===== src/verilog/cmsl_defines.svh =====
// Constants of the chip mode, security and low-power block
`ifndef CMSL_DEFINES_SVH
`define CMSL_DEFINES_SVH
// ----------------------------------------
// Register byte offsets
// ----------------------------------------
`define CMSL_REG_MODE    8'h00
`define CMSL_REG_MISC    8'h04
`define CMSL_REG_SECSTAT 8'h08
`define CMSL_REG_LPCTL   8'h0C
`define CMSL_REG_LPSTAT  8'h10
// ----------------------------------------
// Field positions
// ----------------------------------------
`define CMSL_MISC_FLASH_VIS   0
`define CMSL_MISC_OSC_SEL     1
`define CMSL_SEC_SECURED      0
`define CMSL_SEC_DEBUG_BLOCK  1
`define CMSL_SEC_MEM_DISABLE  2
`define CMSL_SEC_CHECK_DONE   3
`define CMSL_SEC_CHECK_PASS   4
`define CMSL_SEC_DEBUG_ACTIVE 5
`define CMSL_LPCTL_PSEUDO     0
`define CMSL_LPCTL_GATE_LSB   8
// ----------------------------------------
// Mode codes and reset values
// ----------------------------------------
`define CMSL_MODE_SPECIAL_SINGLE 3'h0
`define CMSL_MODE_NORMAL_SINGLE  3'h4
`define CMSL_MODE_SPECIAL_PERIPH 3'h6
`define CMSL_MODE_RESET          3'h0
`define CMSL_HTRANS_NONSEQ       2'h2
// ----------------------------------------
// Timing
// ----------------------------------------
`define CMSL_CLK_PERIOD_NS  50
`define CMSL_BLANK_CHECK_NS 10000
`define CMSL_BLANK_CHECK_CYC \
    ((`CMSL_BLANK_CHECK_NS + `CMSL_CLK_PERIOD_NS - 1) / `CMSL_CLK_PERIOD_NS)
`endif


===== src/verilog/cmsl_pkg.sv =====
// Types of the chip mode, security and low-power block
package cmsl_pkg;
    // ----------------------------------------
    // Strap pins sampled at reset release
    // ----------------------------------------
    typedef struct packed {
        logic mode_strap_high;
        logic mode_strap_mid;
        logic mode_strap_low;
        logic flash_visible_strap;
        logic oscillator_select_strap;
    } cmsl_strap_type;
    // ----------------------------------------
    // Low-power and blank-check states
    // ----------------------------------------
    typedef enum logic [1:0] {
        CMSL_LP_RUN,
        CMSL_LP_STOP_FULL,
        CMSL_LP_STOP_PSEUDO,
        CMSL_LP_WAIT
    } cmsl_lp_type;
    typedef enum logic [1:0] {
        CMSL_BC_IDLE,
        CMSL_BC_CHECK,
        CMSL_BC_DONE
    } cmsl_bc_type;
endpackage


===== src/verilog/cmsl_rst_sync.sv =====
// Reset release synchroniser
`timescale 1ns/1ns
`default_nettype none
module cmsl_rst_sync (
    // Clock and raw reset
    input  wire logic clk,
    input  wire logic reset_n_raw,
    // Synchronised reset
    output logic      reset_n_sync
);
    logic meta_q;
    logic hold_q;

    // Assert at once, release two edges later
    always_ff @(posedge clk or negedge reset_n_raw) begin
        if (!reset_n_raw) begin
            meta_q <= 1'b0;
            hold_q <= 1'b0;
        end else begin
            meta_q <= 1'b1;
            hold_q <= meta_q;
        end
    end
    assign reset_n_sync = hold_q;
endmodule
`default_nettype wire


===== src/verilog/cmsl_blank_check.sv =====
// Blank-check routine run before security may be lifted
`timescale 1ns/1ns
`default_nettype none
`include "cmsl_defines.svh"
module cmsl_blank_check #(
    parameter int CHECK_CYC = `CMSL_BLANK_CHECK_CYC
) (
    // Clock and reset
    input  wire logic clk,
    input  wire logic rst_n,
    // Control
    input  wire logic start,
    input  wire logic flash_blank,
    input  wire logic eeprom_blank,
    // Result
    output logic      done,
    output logic      pass
);
    import cmsl_pkg::*;
    cmsl_bc_type state_q;
    logic [15:0] cnt_q;
    logic        pass_q;
    wire         cnt_end = (cnt_q == 16'(CHECK_CYC - 1));
    wire         blank   = flash_blank & eeprom_blank;

    // Both arrays must read blank over the whole check
    always_ff @(posedge clk or negedge rst_n) begin
        if (!rst_n) begin
            state_q <= CMSL_BC_IDLE;
            cnt_q   <= 16'h0000;
            pass_q  <= 1'b0;
        end else begin
            unique case (state_q)
                CMSL_BC_IDLE: begin
                    if (start) begin
                        state_q <= CMSL_BC_CHECK;
                        pass_q  <= 1'b1;
                    end
                end
                CMSL_BC_CHECK: begin
                    cnt_q  <= cnt_q + 16'h0001;
                    pass_q <= pass_q & blank;
                    if (cnt_end) begin
                        state_q <= CMSL_BC_DONE;
                    end
                end
                CMSL_BC_DONE: begin
                end
                default: state_q <= CMSL_BC_IDLE;
            endcase
        end
    end
    assign done = (state_q == CMSL_BC_DONE);
    assign pass = done & pass_q;
endmodule
`default_nettype wire


===== src/verilog/cmsl_top.sv =====
// Chip mode, security and low-power configuration block
//
// Local design decisions: the register offsets and the AHB-Lite slave port.
`timescale 1ns/1ns
`default_nettype none
`include "cmsl_defines.svh"
module cmsl_top #(
    parameter int NPERIPH   = 8,
    parameter int CHECK_CYC = `CMSL_BLANK_CHECK_CYC
) (
    // Clock and reset
    input  wire logic                   CLK,
    input  wire logic                   RESET_N,
    // Straps and nonvolatile state
    input  wire cmsl_pkg::cmsl_strap_type STRAPS,
    input  wire logic                   NV_SECURED,
    input  wire logic                   FLASH_BLANK,
    input  wire logic                   EEPROM_BLANK,
    input  wire logic                   BACKDOOR_KEY_OK,
    input  wire logic                   DEBUG_ACTIVATE,
    // Low-power events
    input  wire logic                   STOP_INSTRUCTION,
    input  wire logic                   WAIT_INSTRUCTION,
    input  wire logic                   EXT_IRQ,
    input  wire logic                   TICK_WAKE,
    input  wire logic                   PERIPH_IRQ,
    // AHB-Lite slave
    input  wire logic                   HSEL,
    input  wire logic [31:0]            HADDR,
    input  wire logic [1:0]             HTRANS,
    input  wire logic                   HWRITE,
    input  wire logic [2:0]             HSIZE,
    input  wire logic [31:0]            HWDATA,
    input  wire logic                   HREADY,
    output logic      [31:0]            HRDATA,
    output logic                        HREADYOUT,
    output logic                        HRESP,
    // Configuration outputs
    output logic      [2:0]             MODE_BITS,
    output logic                        FLASH_MAPPED,
    output logic                        EEPROM_MAPPED,
    output logic                        OSC_COLPITTS,
    output logic                        DEBUG_ACTIVE,
    output logic                        DEBUG_BLOCKED,
    output logic                        SEC_PROGRAM_EN,
    // Clock enables
    output logic                        OSC_EN,
    output logic                        CPU_CLK_EN,
    output logic                        CPU_BUS_HOLD,
    output logic                        TICK_WDOG_CLK_EN,
    output logic      [NPERIPH-1:0]     PERIPH_CLK_EN
);
    import cmsl_pkg::*;

    // ----------------------------------------
    // Reset and strap load
    // ----------------------------------------
    logic rst_n;
    logic loaded_q;
    cmsl_rst_sync u_rst (
        .clk          (CLK),
        .reset_n_raw  (RESET_N),
        .reset_n_sync (rst_n)
    );
    wire load_now = ~loaded_q;

    function automatic logic is_expanded(input logic [2:0] m);
        return (m != `CMSL_MODE_SPECIAL_SINGLE) && (m != `CMSL_MODE_NORMAL_SINGLE);
    endfunction

    // Limited switching: special modes other than peripheral move freely, normal single chip may
    // only widen to a normal expanded mode; peripheral mode is never taken
    function automatic logic mode_write_ok(input logic [2:0] cur,
                                           input logic [2:0] nxt);
        return (nxt != `CMSL_MODE_SPECIAL_PERIPH) &&
               (~cur[2] || (cur == `CMSL_MODE_NORMAL_SINGLE && nxt[2] && nxt[0]));
    endfunction

    wire [2:0] strap_mode = {STRAPS.mode_strap_high, STRAPS.mode_strap_mid,
                             STRAPS.mode_strap_low};

    // ----------------------------------------
    // AHB-Lite slave
    // ----------------------------------------
    logic [7:0]  addr_q;
    logic        wr_q;
    logic        rd_q;
    logic        hready_q;
    logic [31:0] hrdata_q;
    logic [31:0] rdata;
    wire  accept   = HSEL & HREADY & (HTRANS == `CMSL_HTRANS_NONSEQ);
    wire  wr_mode  = wr_q & (addr_q == `CMSL_REG_MODE);
    wire  wr_misc  = wr_q & (addr_q == `CMSL_REG_MISC);
    wire  wr_lpctl = wr_q & (addr_q == `CMSL_REG_LPCTL);

    // Reads take one wait state so they always see the latest write
    always_ff @(posedge CLK or negedge rst_n) begin
        if (!rst_n) begin
            addr_q   <= 8'h00;
            wr_q     <= 1'b0;
            rd_q     <= 1'b0;
            hready_q <= 1'b1;
            hrdata_q <= 32'h0000_0000;
        end else begin
            wr_q <= accept & HWRITE;
            rd_q <= accept & ~HWRITE;
            if (accept) begin
                addr_q <= HADDR[7:0];
            end
            if (accept & ~HWRITE) begin
                hready_q <= 1'b0;
            end else if (rd_q) begin
                hready_q <= 1'b1;
                hrdata_q <= rdata;
            end
        end
    end
    assign HREADYOUT = hready_q;
    assign HRDATA    = hrdata_q;
    assign HRESP     = 1'b0;

    // ----------------------------------------
    // Mode, map and oscillator
    // ----------------------------------------
    logic [2:0] mode_q;
    logic       flash_vis_q;
    logic       osc_q;
    wire        mode_wr_ok = wr_mode & mode_write_ok(mode_q, HWDATA[2:0]);

    always_ff @(posedge CLK or negedge rst_n) begin
        if (!rst_n) begin
            loaded_q    <= 1'b0;
            mode_q      <= `CMSL_MODE_RESET;
            flash_vis_q <= 1'b0;
            osc_q       <= 1'b0;
        end else if (load_now) begin
            loaded_q    <= 1'b1;
            mode_q      <= strap_mode;
            flash_vis_q <= STRAPS.flash_visible_strap;
            osc_q       <= STRAPS.oscillator_select_strap;
        end else begin
            if (mode_wr_ok) begin
                mode_q <= HWDATA[2:0];
            end
            if (wr_misc && !mode_q[2]) begin
                flash_vis_q <= HWDATA[`CMSL_MISC_FLASH_VIS];
            end
        end
    end

    // ----------------------------------------
    // Security
    // ----------------------------------------
    logic secured_q;
    logic mem_dis_q;
    logic dbg_act_q;
    logic bc_start_q;
    logic bc_done;
    logic bc_pass;

    cmsl_blank_check #(
        .CHECK_CYC (CHECK_CYC)
    ) u_bc (
        .clk          (CLK),
        .rst_n        (rst_n),
        .start        (bc_start_q),
        .flash_blank  (FLASH_BLANK),
        .eeprom_blank (EEPROM_BLANK),
        .done         (bc_done),
        .pass         (bc_pass)
    );

    // Secured out of every reset; nonvolatile bits decide after release
    always_ff @(posedge CLK or negedge rst_n) begin
        if (!rst_n) begin
            secured_q  <= 1'b1;
            mem_dis_q  <= 1'b0;
            dbg_act_q  <= 1'b0;
            bc_start_q <= 1'b0;
        end else if (load_now) begin
            secured_q  <= NV_SECURED;
            mem_dis_q  <= NV_SECURED & is_expanded(strap_mode);
            dbg_act_q  <= (strap_mode == `CMSL_MODE_SPECIAL_SINGLE);
            bc_start_q <= NV_SECURED &
                          (strap_mode == `CMSL_MODE_SPECIAL_SINGLE);
        end else begin
            bc_start_q <= 1'b0;
            if (BACKDOOR_KEY_OK || bc_pass) begin
                secured_q <= 1'b0;
                mem_dis_q <= 1'b0;
            end
            if (DEBUG_ACTIVATE) begin
                dbg_act_q <= 1'b1;
            end
        end
    end

    // ----------------------------------------
    // Configuration outputs
    // ----------------------------------------
    logic [2:0] mode_out_q;
    logic       flash_map_q;
    logic       ee_map_q;
    logic       osc_out_q;
    logic       dbg_out_q;
    logic       dbg_blk_q;
    logic       sec_prog_q;

    always_ff @(posedge CLK or negedge rst_n) begin
        if (!rst_n) begin
            mode_out_q  <= `CMSL_MODE_RESET;
            flash_map_q <= 1'b0;
            ee_map_q    <= 1'b0;
            osc_out_q   <= 1'b0;
            dbg_out_q   <= 1'b0;
            dbg_blk_q   <= 1'b1;
            sec_prog_q  <= 1'b0;
        end else begin
            mode_out_q  <= mode_q;
            flash_map_q <= flash_vis_q & ~mem_dis_q;
            ee_map_q    <= loaded_q & ~mem_dis_q;
            osc_out_q   <= osc_q;
            dbg_blk_q   <= secured_q;
            dbg_out_q   <= dbg_act_q & ~secured_q;
            sec_prog_q  <= loaded_q & ~secured_q;
        end
    end
    assign MODE_BITS      = mode_out_q;
    assign FLASH_MAPPED   = flash_map_q;
    assign EEPROM_MAPPED  = ee_map_q;
    assign OSC_COLPITTS   = osc_out_q;
    assign DEBUG_ACTIVE   = dbg_out_q;
    assign DEBUG_BLOCKED  = dbg_blk_q;
    assign SEC_PROGRAM_EN = sec_prog_q;

    // ----------------------------------------
    // Low-power control
    // ----------------------------------------
    cmsl_lp_type        lp_q;
    cmsl_lp_type        lp_d;
    logic               pseudo_sel_q;
    logic [NPERIPH-1:0] gate_q;

    always_ff @(posedge CLK or negedge rst_n) begin
        if (!rst_n) begin
            pseudo_sel_q <= 1'b0;
            gate_q       <= '0;
        end else if (wr_lpctl) begin
            pseudo_sel_q <= HWDATA[`CMSL_LPCTL_PSEUDO];
            gate_q       <= HWDATA[`CMSL_LPCTL_GATE_LSB +: NPERIPH];
        end
    end

    always_comb begin
        lp_d = lp_q;
        unique case (lp_q)
            CMSL_LP_RUN: begin
                if (STOP_INSTRUCTION) begin
                    lp_d = pseudo_sel_q ? CMSL_LP_STOP_PSEUDO
                                        : CMSL_LP_STOP_FULL;
                end else if (WAIT_INSTRUCTION) begin
                    lp_d = CMSL_LP_WAIT;
                end
            end
            CMSL_LP_STOP_FULL: begin
                if (EXT_IRQ) begin
                    lp_d = CMSL_LP_RUN;
                end
            end
            CMSL_LP_STOP_PSEUDO: begin
                if (EXT_IRQ || TICK_WAKE) begin
                    lp_d = CMSL_LP_RUN;
                end
            end
            CMSL_LP_WAIT: begin
                if (EXT_IRQ || TICK_WAKE || PERIPH_IRQ) begin
                    lp_d = CMSL_LP_RUN;
                end
            end
        endcase
    end

    wire in_run  = (lp_d == CMSL_LP_RUN);
    wire in_wait = (lp_d == CMSL_LP_WAIT);
    wire in_full = (lp_d == CMSL_LP_STOP_FULL);

    logic               osc_en_q;
    logic               cpu_en_q;
    logic               hold_q;
    logic               tick_en_q;
    logic [NPERIPH-1:0] per_en_q;

    always_ff @(posedge CLK or negedge rst_n) begin
        if (!rst_n) begin
            lp_q      <= CMSL_LP_RUN;
            osc_en_q  <= 1'b1;
            cpu_en_q  <= 1'b1;
            hold_q    <= 1'b0;
            tick_en_q <= 1'b1;
        end else begin
            lp_q      <= lp_d;
            osc_en_q  <= ~in_full;
            cpu_en_q  <= in_run;
            hold_q    <= in_wait;
            tick_en_q <= ~in_full;
        end
    end

    // Peripherals run in run and wait; each may gate itself in wait
    genvar gi;
    generate
        for (gi = 0; gi < NPERIPH; gi++) begin : g_per
            always_ff @(posedge CLK or negedge rst_n) begin
                if (!rst_n) begin
                    per_en_q[gi] <= 1'b1;
                end else begin
                    per_en_q[gi] <= in_run | (in_wait & ~gate_q[gi]);
                end
            end
        end
    endgenerate

    assign OSC_EN           = osc_en_q;
    assign CPU_CLK_EN       = cpu_en_q;
    assign CPU_BUS_HOLD     = hold_q;
    assign TICK_WDOG_CLK_EN = tick_en_q;
    assign PERIPH_CLK_EN    = per_en_q;

    // ----------------------------------------
    // Read data
    // ----------------------------------------
    wire  [31:0] rd_mode  = {29'h0, mode_q};
    wire  [31:0] rd_misc  = {30'h0, osc_q, flash_vis_q};
    wire  [31:0] rd_sec   = {26'h0, dbg_act_q & ~secured_q, bc_pass, bc_done,
                             mem_dis_q, secured_q, secured_q};
    wire  [31:0] rd_lpctl = 32'({gate_q, 7'h00, pseudo_sel_q});
    wire  [31:0] rd_lpst  = {30'h0, lp_q};

    always_comb begin
        unique case (addr_q)
            `CMSL_REG_MODE:    rdata = rd_mode;
            `CMSL_REG_MISC:    rdata = rd_misc;
            `CMSL_REG_SECSTAT: rdata = rd_sec;
            `CMSL_REG_LPCTL:   rdata = rd_lpctl;
            `CMSL_REG_LPSTAT:  rdata = rd_lpst;
            default:           rdata = 32'h0000_0000;
        endcase
    end
endmodule
`default_nettype wire


===== config.mk =====
export PLATFORM = sky130hd
export DESIGN_NAME = cmsl_top
export DESIGN_NICKNAME = d
export VERILOG_FILES = /design/src/verilog/cmsl_pkg.sv /design/src/verilog/cmsl_rst_sync.sv /design/src/verilog/cmsl_blank_check.sv /design/src/verilog/cmsl_top.sv
export VERILOG_INCLUDE_DIRS = /design/src /design/src/verilog
export SDC_FILE = /design/constraint.sdc
export NUM_CORES = 1
export LEC_CHECK = 0
export BUFFER_PORTS_ARGS = -buffer_cell sky130_fd_sc_hd__buf_2
export CORE_UTILIZATION = 49
export DETAILED_ROUTE_END_ITERATION = 10
export PLACE_DENSITY = 0.82
export SETUP_SLACK_MARGIN = 0.02
export SYNTH_ARGS = -nofsm -noshare
export SYNTH_HDL_FRONTEND = slang
export SYNTH_SLANG_ARGS = --single-unit

===== constraint.sdc =====
create_clock -name CLK -period 3 [get_ports CLK]
set_clock_uncertainty 0.05 [all_clocks]
set_input_delay 0.6 -clock CLK [delete_from_list [all_inputs] [get_ports CLK]]
set_output_delay 0.6 -clock CLK [all_outputs]
set_load 0.05 [all_outputs]

# == Word-level counts from Yosys, hierarchy flattened ==
# Index checks and enable logic that the tools add are counted.
# word_totals
regBits,105
latchBits,0
ram_bits,0
romBits,0
inputBits,89
output_inout_bits,55
wordCells,156
memories,0
# classes
add_sub_neg,1
multipliers,0
div,0
magnitude_cmp,0
n_eq_ne,22
n_shift,0
muxes,25
bitwise,48
n_reduce_logical,21
# op_table
op,count
$pmux 16 s5,1
$and 1x1->1,25
$add 16x1->16 const B,1
$eq 16x8->1 const B,1
$eq 8x4->1 const B,2
$mux 2,8
$not 1->1,15
$mux 1,11
$eq 2x2->1 const B,5
$eq 8x3->1 const B,1
$eq 8x5->1 const B,1
$logic_not 8->1,1
$ne 2x1->1 const B,4
$or 1x1->1,8
$pmux 2 s4,1
$eq 2x1->1 const B,3
$logic_not 2->1,3
$mux 3,2
$ne 3x3->1 const B,2
$pmux 2 s3,1
$logic_and 1x1->1,5
$logic_or 1x1->1,4
$ne 2x2->1 const B,2
$reduce_and 2->1,2
other kinds (7),8

# == Logic depth before layout (Yosys ltp) ==
# logic_depth
depth_word,8
depth_mapped,6
mapped_depth_nobuf,4

# == By module ==
# Synthesis repeated with hierarchy kept, for this count alone.
# hier_totals
cells_unflattened,305
hier_area_um2,3727.3
# modules_own_cells
module,instances,cells_each,area_each_um2,seq_area_each_um2
cmsl_top,1,227,2791.4,1667.8
cmsl_blank_check,1,75,882.1,475.5
cmsl_rst_sync,1,3,53.8,50.0

# == Worst setup path after synthesis ==
# Ideal clock, no wire load.
# synth_path
kind,in2reg
from,input port TICK_WAKE
to,register per_en_q[0] (netlist: PERIPH_CLK_EN[0])
arrival_time_ns,1.749
path_slack_ns,1.129
path_stages,5
cell_sequence,or3b_1 > a22o_1 > or3_1 > buf_6 > o21ai_1
# synth_via
elab_chain_len,7
elab_cells_between_ends,9
cone_classes,eq/ne: 1; mux: 3; bitwise: 2; reduce/logical: 3
# synth_rtl
item,line_no,source
"start, declared",cmsl_top.sv:25,"input wire logic TICK_WAKE,"
$logic_or 1x1->1 (*),"cmsl_top.sv:271, cmsl_top.sv:276",
$logic_or 1x1->1,cmsl_top.sv:276,if (EXT_IRQ || TICK_WAKE || PERIPH_IRQ) begin
$mux 2,cmsl_top.sv:276,
$pmux 2 s4 (*),cmsl_top.sv:256,unique case (lp_q)
$eq 2x2->1,cmsl_top.sv:284,wire in_wait = (lp_d == CMSL_LP_WAIT);
$and 1x1->1,cmsl_top.sv:317,per_en_q[gi] <= in_run | (in_wait & ~gate_q[gi]);
$or 1x1->1 (*),cmsl_top.sv:317,
"end signal, assigned by index",cmsl_top.sv:317,
"end, declared",cmsl_top.sv:291,logic [NPERIPH-1:0] per_en_q;
# Mark *: on every way between the ends. The rest lies on a longest branch, timed or not.
# A chain may end at the register's enable or synchronous reset.

# == Worst setup path in the final report ==
# layout_path
from,register addr_q[6]
to,register gate_q[6]
# layout_via
elab_chain_len,2
# layout_rtl
item,line_no,source
"start, declared",cmsl_top.sv:85,logic [7:0] addr_q;
"start signal, assigned",cmsl_top.sv:108,addr_q <= HADDR[7:0];
$eq 8x4->1,n/a,
$and 1x1->1,cmsl_top.sv:94,wire wr_lpctl = wr_q & (addr_q == `CMSL_REG_LPCTL);
"end signal, assigned",cmsl_top.sv:250,gate_q <= HWDATA[`CMSL_LPCTL_GATE_LSB +: NPERIPH];
"end, declared",cmsl_top.sv:242,logic [NPERIPH-1:0] gate_q;
# Every way passes these cells.

==> summary.md <==
| Metric | Value |
|---|---|
| Worst-path cell chain | nor2_1 > nand4b_4 > or3_1 > mux2_4 |
| Post-CTS setup buffer count | 0 |
| Fillers | 619 |
| Hold Crit Depth | 0 |
| Max H-tree Level | 3 |
| Reg2Reg Launch Point | addr_q[6]$_DFFE_PN0P_ |
| CTS Buffer Depth | 2 |
| # clock sinks | 87 |
| Cells on worst reg2reg path | 4 |
| Status | finished clean |
| GRT Residual Overflow | 0 |
| Initial antenna violation count | 0 |
| Final Cycle Share | 0.719 |
| Core area | 7330 um^2 |
| First-pass GRT wire length | 11700 um |
| Clock slew at reported path FFs | 0.08 ns |
| Measured slew at the worst slew-check pin | 1.03 ns |
| Max-cap violations | 0 |
| CTS root buffer | clkbuf_8 |
| Fin Setup TNS | 0 ns |
| Worst VDD drop | roughly 310 uV |
| Worst setup EP type | flip-flop |
| Vias in the first global route | 2438 |
| WHS Endpoint | u_rst.reset_n_sync$_DFF_PN0_ |
| Final Slew Violations | 0 |
| Fmax | 463 MHz |
| Slew HR | 0.316 |
| Seq/Total Area, Yosys | 0.582 |
| DR pass1 iterations | 4 |
| Die H | 89.7 um |
| Die area | 8050 um^2 |
| Worst-skew pair later-pin latency | roughly 0.35 ns |
| Crit path arrival time | 2.34 ns |
| Syn_area_per_cell | 12.2 um^2 |
| Routed via count | ~2500 |
| Hold path start | u_rst.meta_q$_DFF_PN0_ |
| Multi-input logic area | between 1000 and 1500 um^2 |
| DP Wirelength | 5070 um |
| Critical path type | flip-flop to flip-flop |
| Post-Syn Area | 3770 um^2 |
| Synth Flop Type | dfrtp_1 |
| Flop-to-flop setup slack | 0.84 ns |
| Leak pwr | roughly 2.1 nW |
| Fin util | 0.593 |
| GPL Wtd Cong | roughly 0.80 |
| Nets | 478 |
| Storage cell area | between 2000 and 2500 um^2 |
| Power per cell area | 744 nW/um^2 |
| Crit path launch type | flip-flop |
| Routed wl met3 | 296 um |
| Worst path max stage delay | 0.62 ns |
| Inserted Clock Buffers | 9 |
| I/O pin cnt | 144 |
| ANT nets after route | 0 |
| Max layer used | met4 |
| Starting Density | 0.514 |
| Row cnt | 31 |
| HP Class | flip-flop to flip-flop |
| Proportion of layout cells with a drive suffix above 1 | 0.336 |
| Synth Instances | 309 |
| Area grow syn2layout | 15.3% |
| Post-Route M1 WL | 3180 um |
| Number of distinct library cells after synthesis | 56 |
| Setup violations, final | 0 |
| Post-cts sizing count | 0 |
| Worst Path Max Fanout | 9 |
| Req. time, crit path | 3.18 ns |
| EDFF count, synth | 0 |
| Min cycle time layout | 2.16 ns |
| Crit path max-delay family | simple AND/OR/NAND/NOR gates |
| CTS tree | done |
| Hold_buf cts | 1 |
| Largest net degree at the start of global routing | 86 |
| Per-cell routed wire length | 14.3 um |
| RSZ-0062 raised after global routing | no |
| Drt drc | 0 |
| Ant diodes | 0 |
| # port buffers | 76 |
| Global Route Usage Sum | 0.186 |
| Die span in x | 89.7 um |
| Crit. Startpoint | addr_q[6]$_DFFE_PN0P_ |
| Total Wirelength | 7040 um |
| Crit Reg-Reg Endpoint | gate_q[6]$_DFFE_PN0P_ |
| Hold Fails Final Rpt | 0 |
| Yosys warnings | 0 |
| CP Buf/Inv Count | 0 |
| Routed wl met2 | 3440 um |
| DRT iter0 DRCs | 123 |
| Synth Register Bits | 87 |
| Slowest cell on crit path | or3_1 |
| Via-per-instance ratio | 5.10 |
| Share of synthesized registers carrying an async set or reset | 1.00 |
## placed cells by master (no fill, tap or decap), types with 3 or more instances in the layout
cell and instances:
nand4_1 4, o21ai_0 6, nand3_1 7, nand2b_1 4
a21oi_1 4, o41ai_1 4, mux2i_1 4, nand2_1 18
conb_1 21, nor2_1 15, and2_1 3, a22o_1 11
clkbuf_8 11, mux2_2 12, nor3_1 5, xnor2_1 9
xor2_1 6, nor2b_1 7, dfrtp_1 73, inv_1 13
mux2_4 9, buf_2 76, o21ai_1 10, dfstp_2 13
## cell type report
cell class                      count  share of cell area
Clock buffer                       13              0.0366
Clock inverter                      3             0.00403
Inverter                           13              0.0112
Multi-Input combinational cell    198               0.321
Sequential cell                    87               0.506
Tap cell                           99              0.0285
Timing Repair Buffer               79              0.0933
## how the worst max path moves through the flow
stage	endpoint	slack, ns	cells past startpoint
5_1_grt	pseudo_sel_q$_DFFE_PN0P_	0.75	4
2_1_floorplan	CPU_BUS_HOLD$_DFF_PN0_	0.37	0
4_1_cts	gate_q[6]$_DFFE_PN0P_	0.83	4
3_3_place_gp	gate_q[5]$_DFFE_PN0P_	0.91	4
6_report	gate_q[6]$_DFFE_PN0P_	0.84	4
3_5_place_dp	gate_q[6]$_DFFE_PN0P_	0.88	4
## synthesized netlist by cell type (3+ instances only)
library cell / n / area [um^2]
dfstp_2: 13 / 342
dfrtp_1: 74 / 1850
clkbuf_1: 7 / 26.3
nand2b_1: 4 / 25.0
nand2_1: 18 / 67.6
nor2_1: 15 / 56.3
buf_4: 20 / 150
mux2_4: 9 / 135
o41ai_1: 4 / 35.0
nand4_1: 4 / 25.0
a22o_1: 11 / 96.3
and2_1: 3 / 18.8
mux2_2: 12 / 135
nor2b_1: 7 / 43.8
xnor2_1: 9 / 78.8
mux2i_1: 4 / 40.0
nand3_1: 7 / 35.0
a21oi_1: 4 / 20.0
xor2_1: 6 / 52.6
o21ai_0: 7 / 35.0
inv_1: 13 / 48.8
nor3_1: 5 / 25.0
o21ai_1: 9 / 45.0
## kinds of logic after synthesis
family / count (synthesis) / synth area share
XOR/XNOR: 15 / 0.0349
other: 2 / 0.00199
adder cells (fa/ha/maj): 1 / 0.00332
flip-flops: 87 / 0.582
buffers and inverters: 43 / 0.0671
AND/OR/NAND/NOR: 86 / 0.133
AO/OA/AOI/OAI: 50 / 0.0950
multiplexers: 25 / 0.0823
## worst reg2reg max path, stage by stage, from the launching register on
cell      delay, ns
dfrtp_1        0.38
nor2_1         0.38
nand4b_4       0.23
or3_1          0.62
mux2_4         0.40
## report_power, final
part | total [W] | internal (W) | switching [W]
Clock | 0.000729 | 0.000344 | 0.000385
Combinational | 0.000911 | 0.000279 | 0.000632
Sequential | 0.00159 | 0.00142 | 0.000178
Total | 0.00323 | 0.00204 | 0.00119
## state kept, by name (all words and copies together), names as in the netlist, 2 cells and up
signal,cells
lp_q,2
u_bc.state_q,2
u_bc.cnt_q,16
mode_q,3
MODE_BITS,3
addr_q,8
HRDATA,14
gate_q,8
PERIPH_CLK_EN,8
## routing by layer
metal / GRT usage / vias up
met5: 0 / -
met2: 0.299 / 61
met1: 0.247 / 1229
met4: 0.0724 / 0
li1: - / 1207
met3: 0.0415 / 12
## through the flow
| step | std cells | setup slack (ns) | total power, W | cell area [um^2] | hold WS (ns) |
|---|---|---|---|---|---|
| 6_report | 492 | 0.842 | 0.00323 | 4350 | 0.303 |
| 2_1_floorplan | 328 | 0.370 | 0.00235 | 3840 | 0.254 |
| 3_3_place_gp | 475 | 0.906 | 0.00250 | 4160 | 0.288 |
| 4_1_cts | 492 | 0.830 | 0.00327 | 4350 | 0.309 |
| 3_5_place_dp | 475 | 0.877 | 0.00253 | 4160 | 0.292 |
| 5_1_grt | 492 | 0.747 | 0.00340 | 4350 | 0.322 |
(Power assumes the default switching activity.)
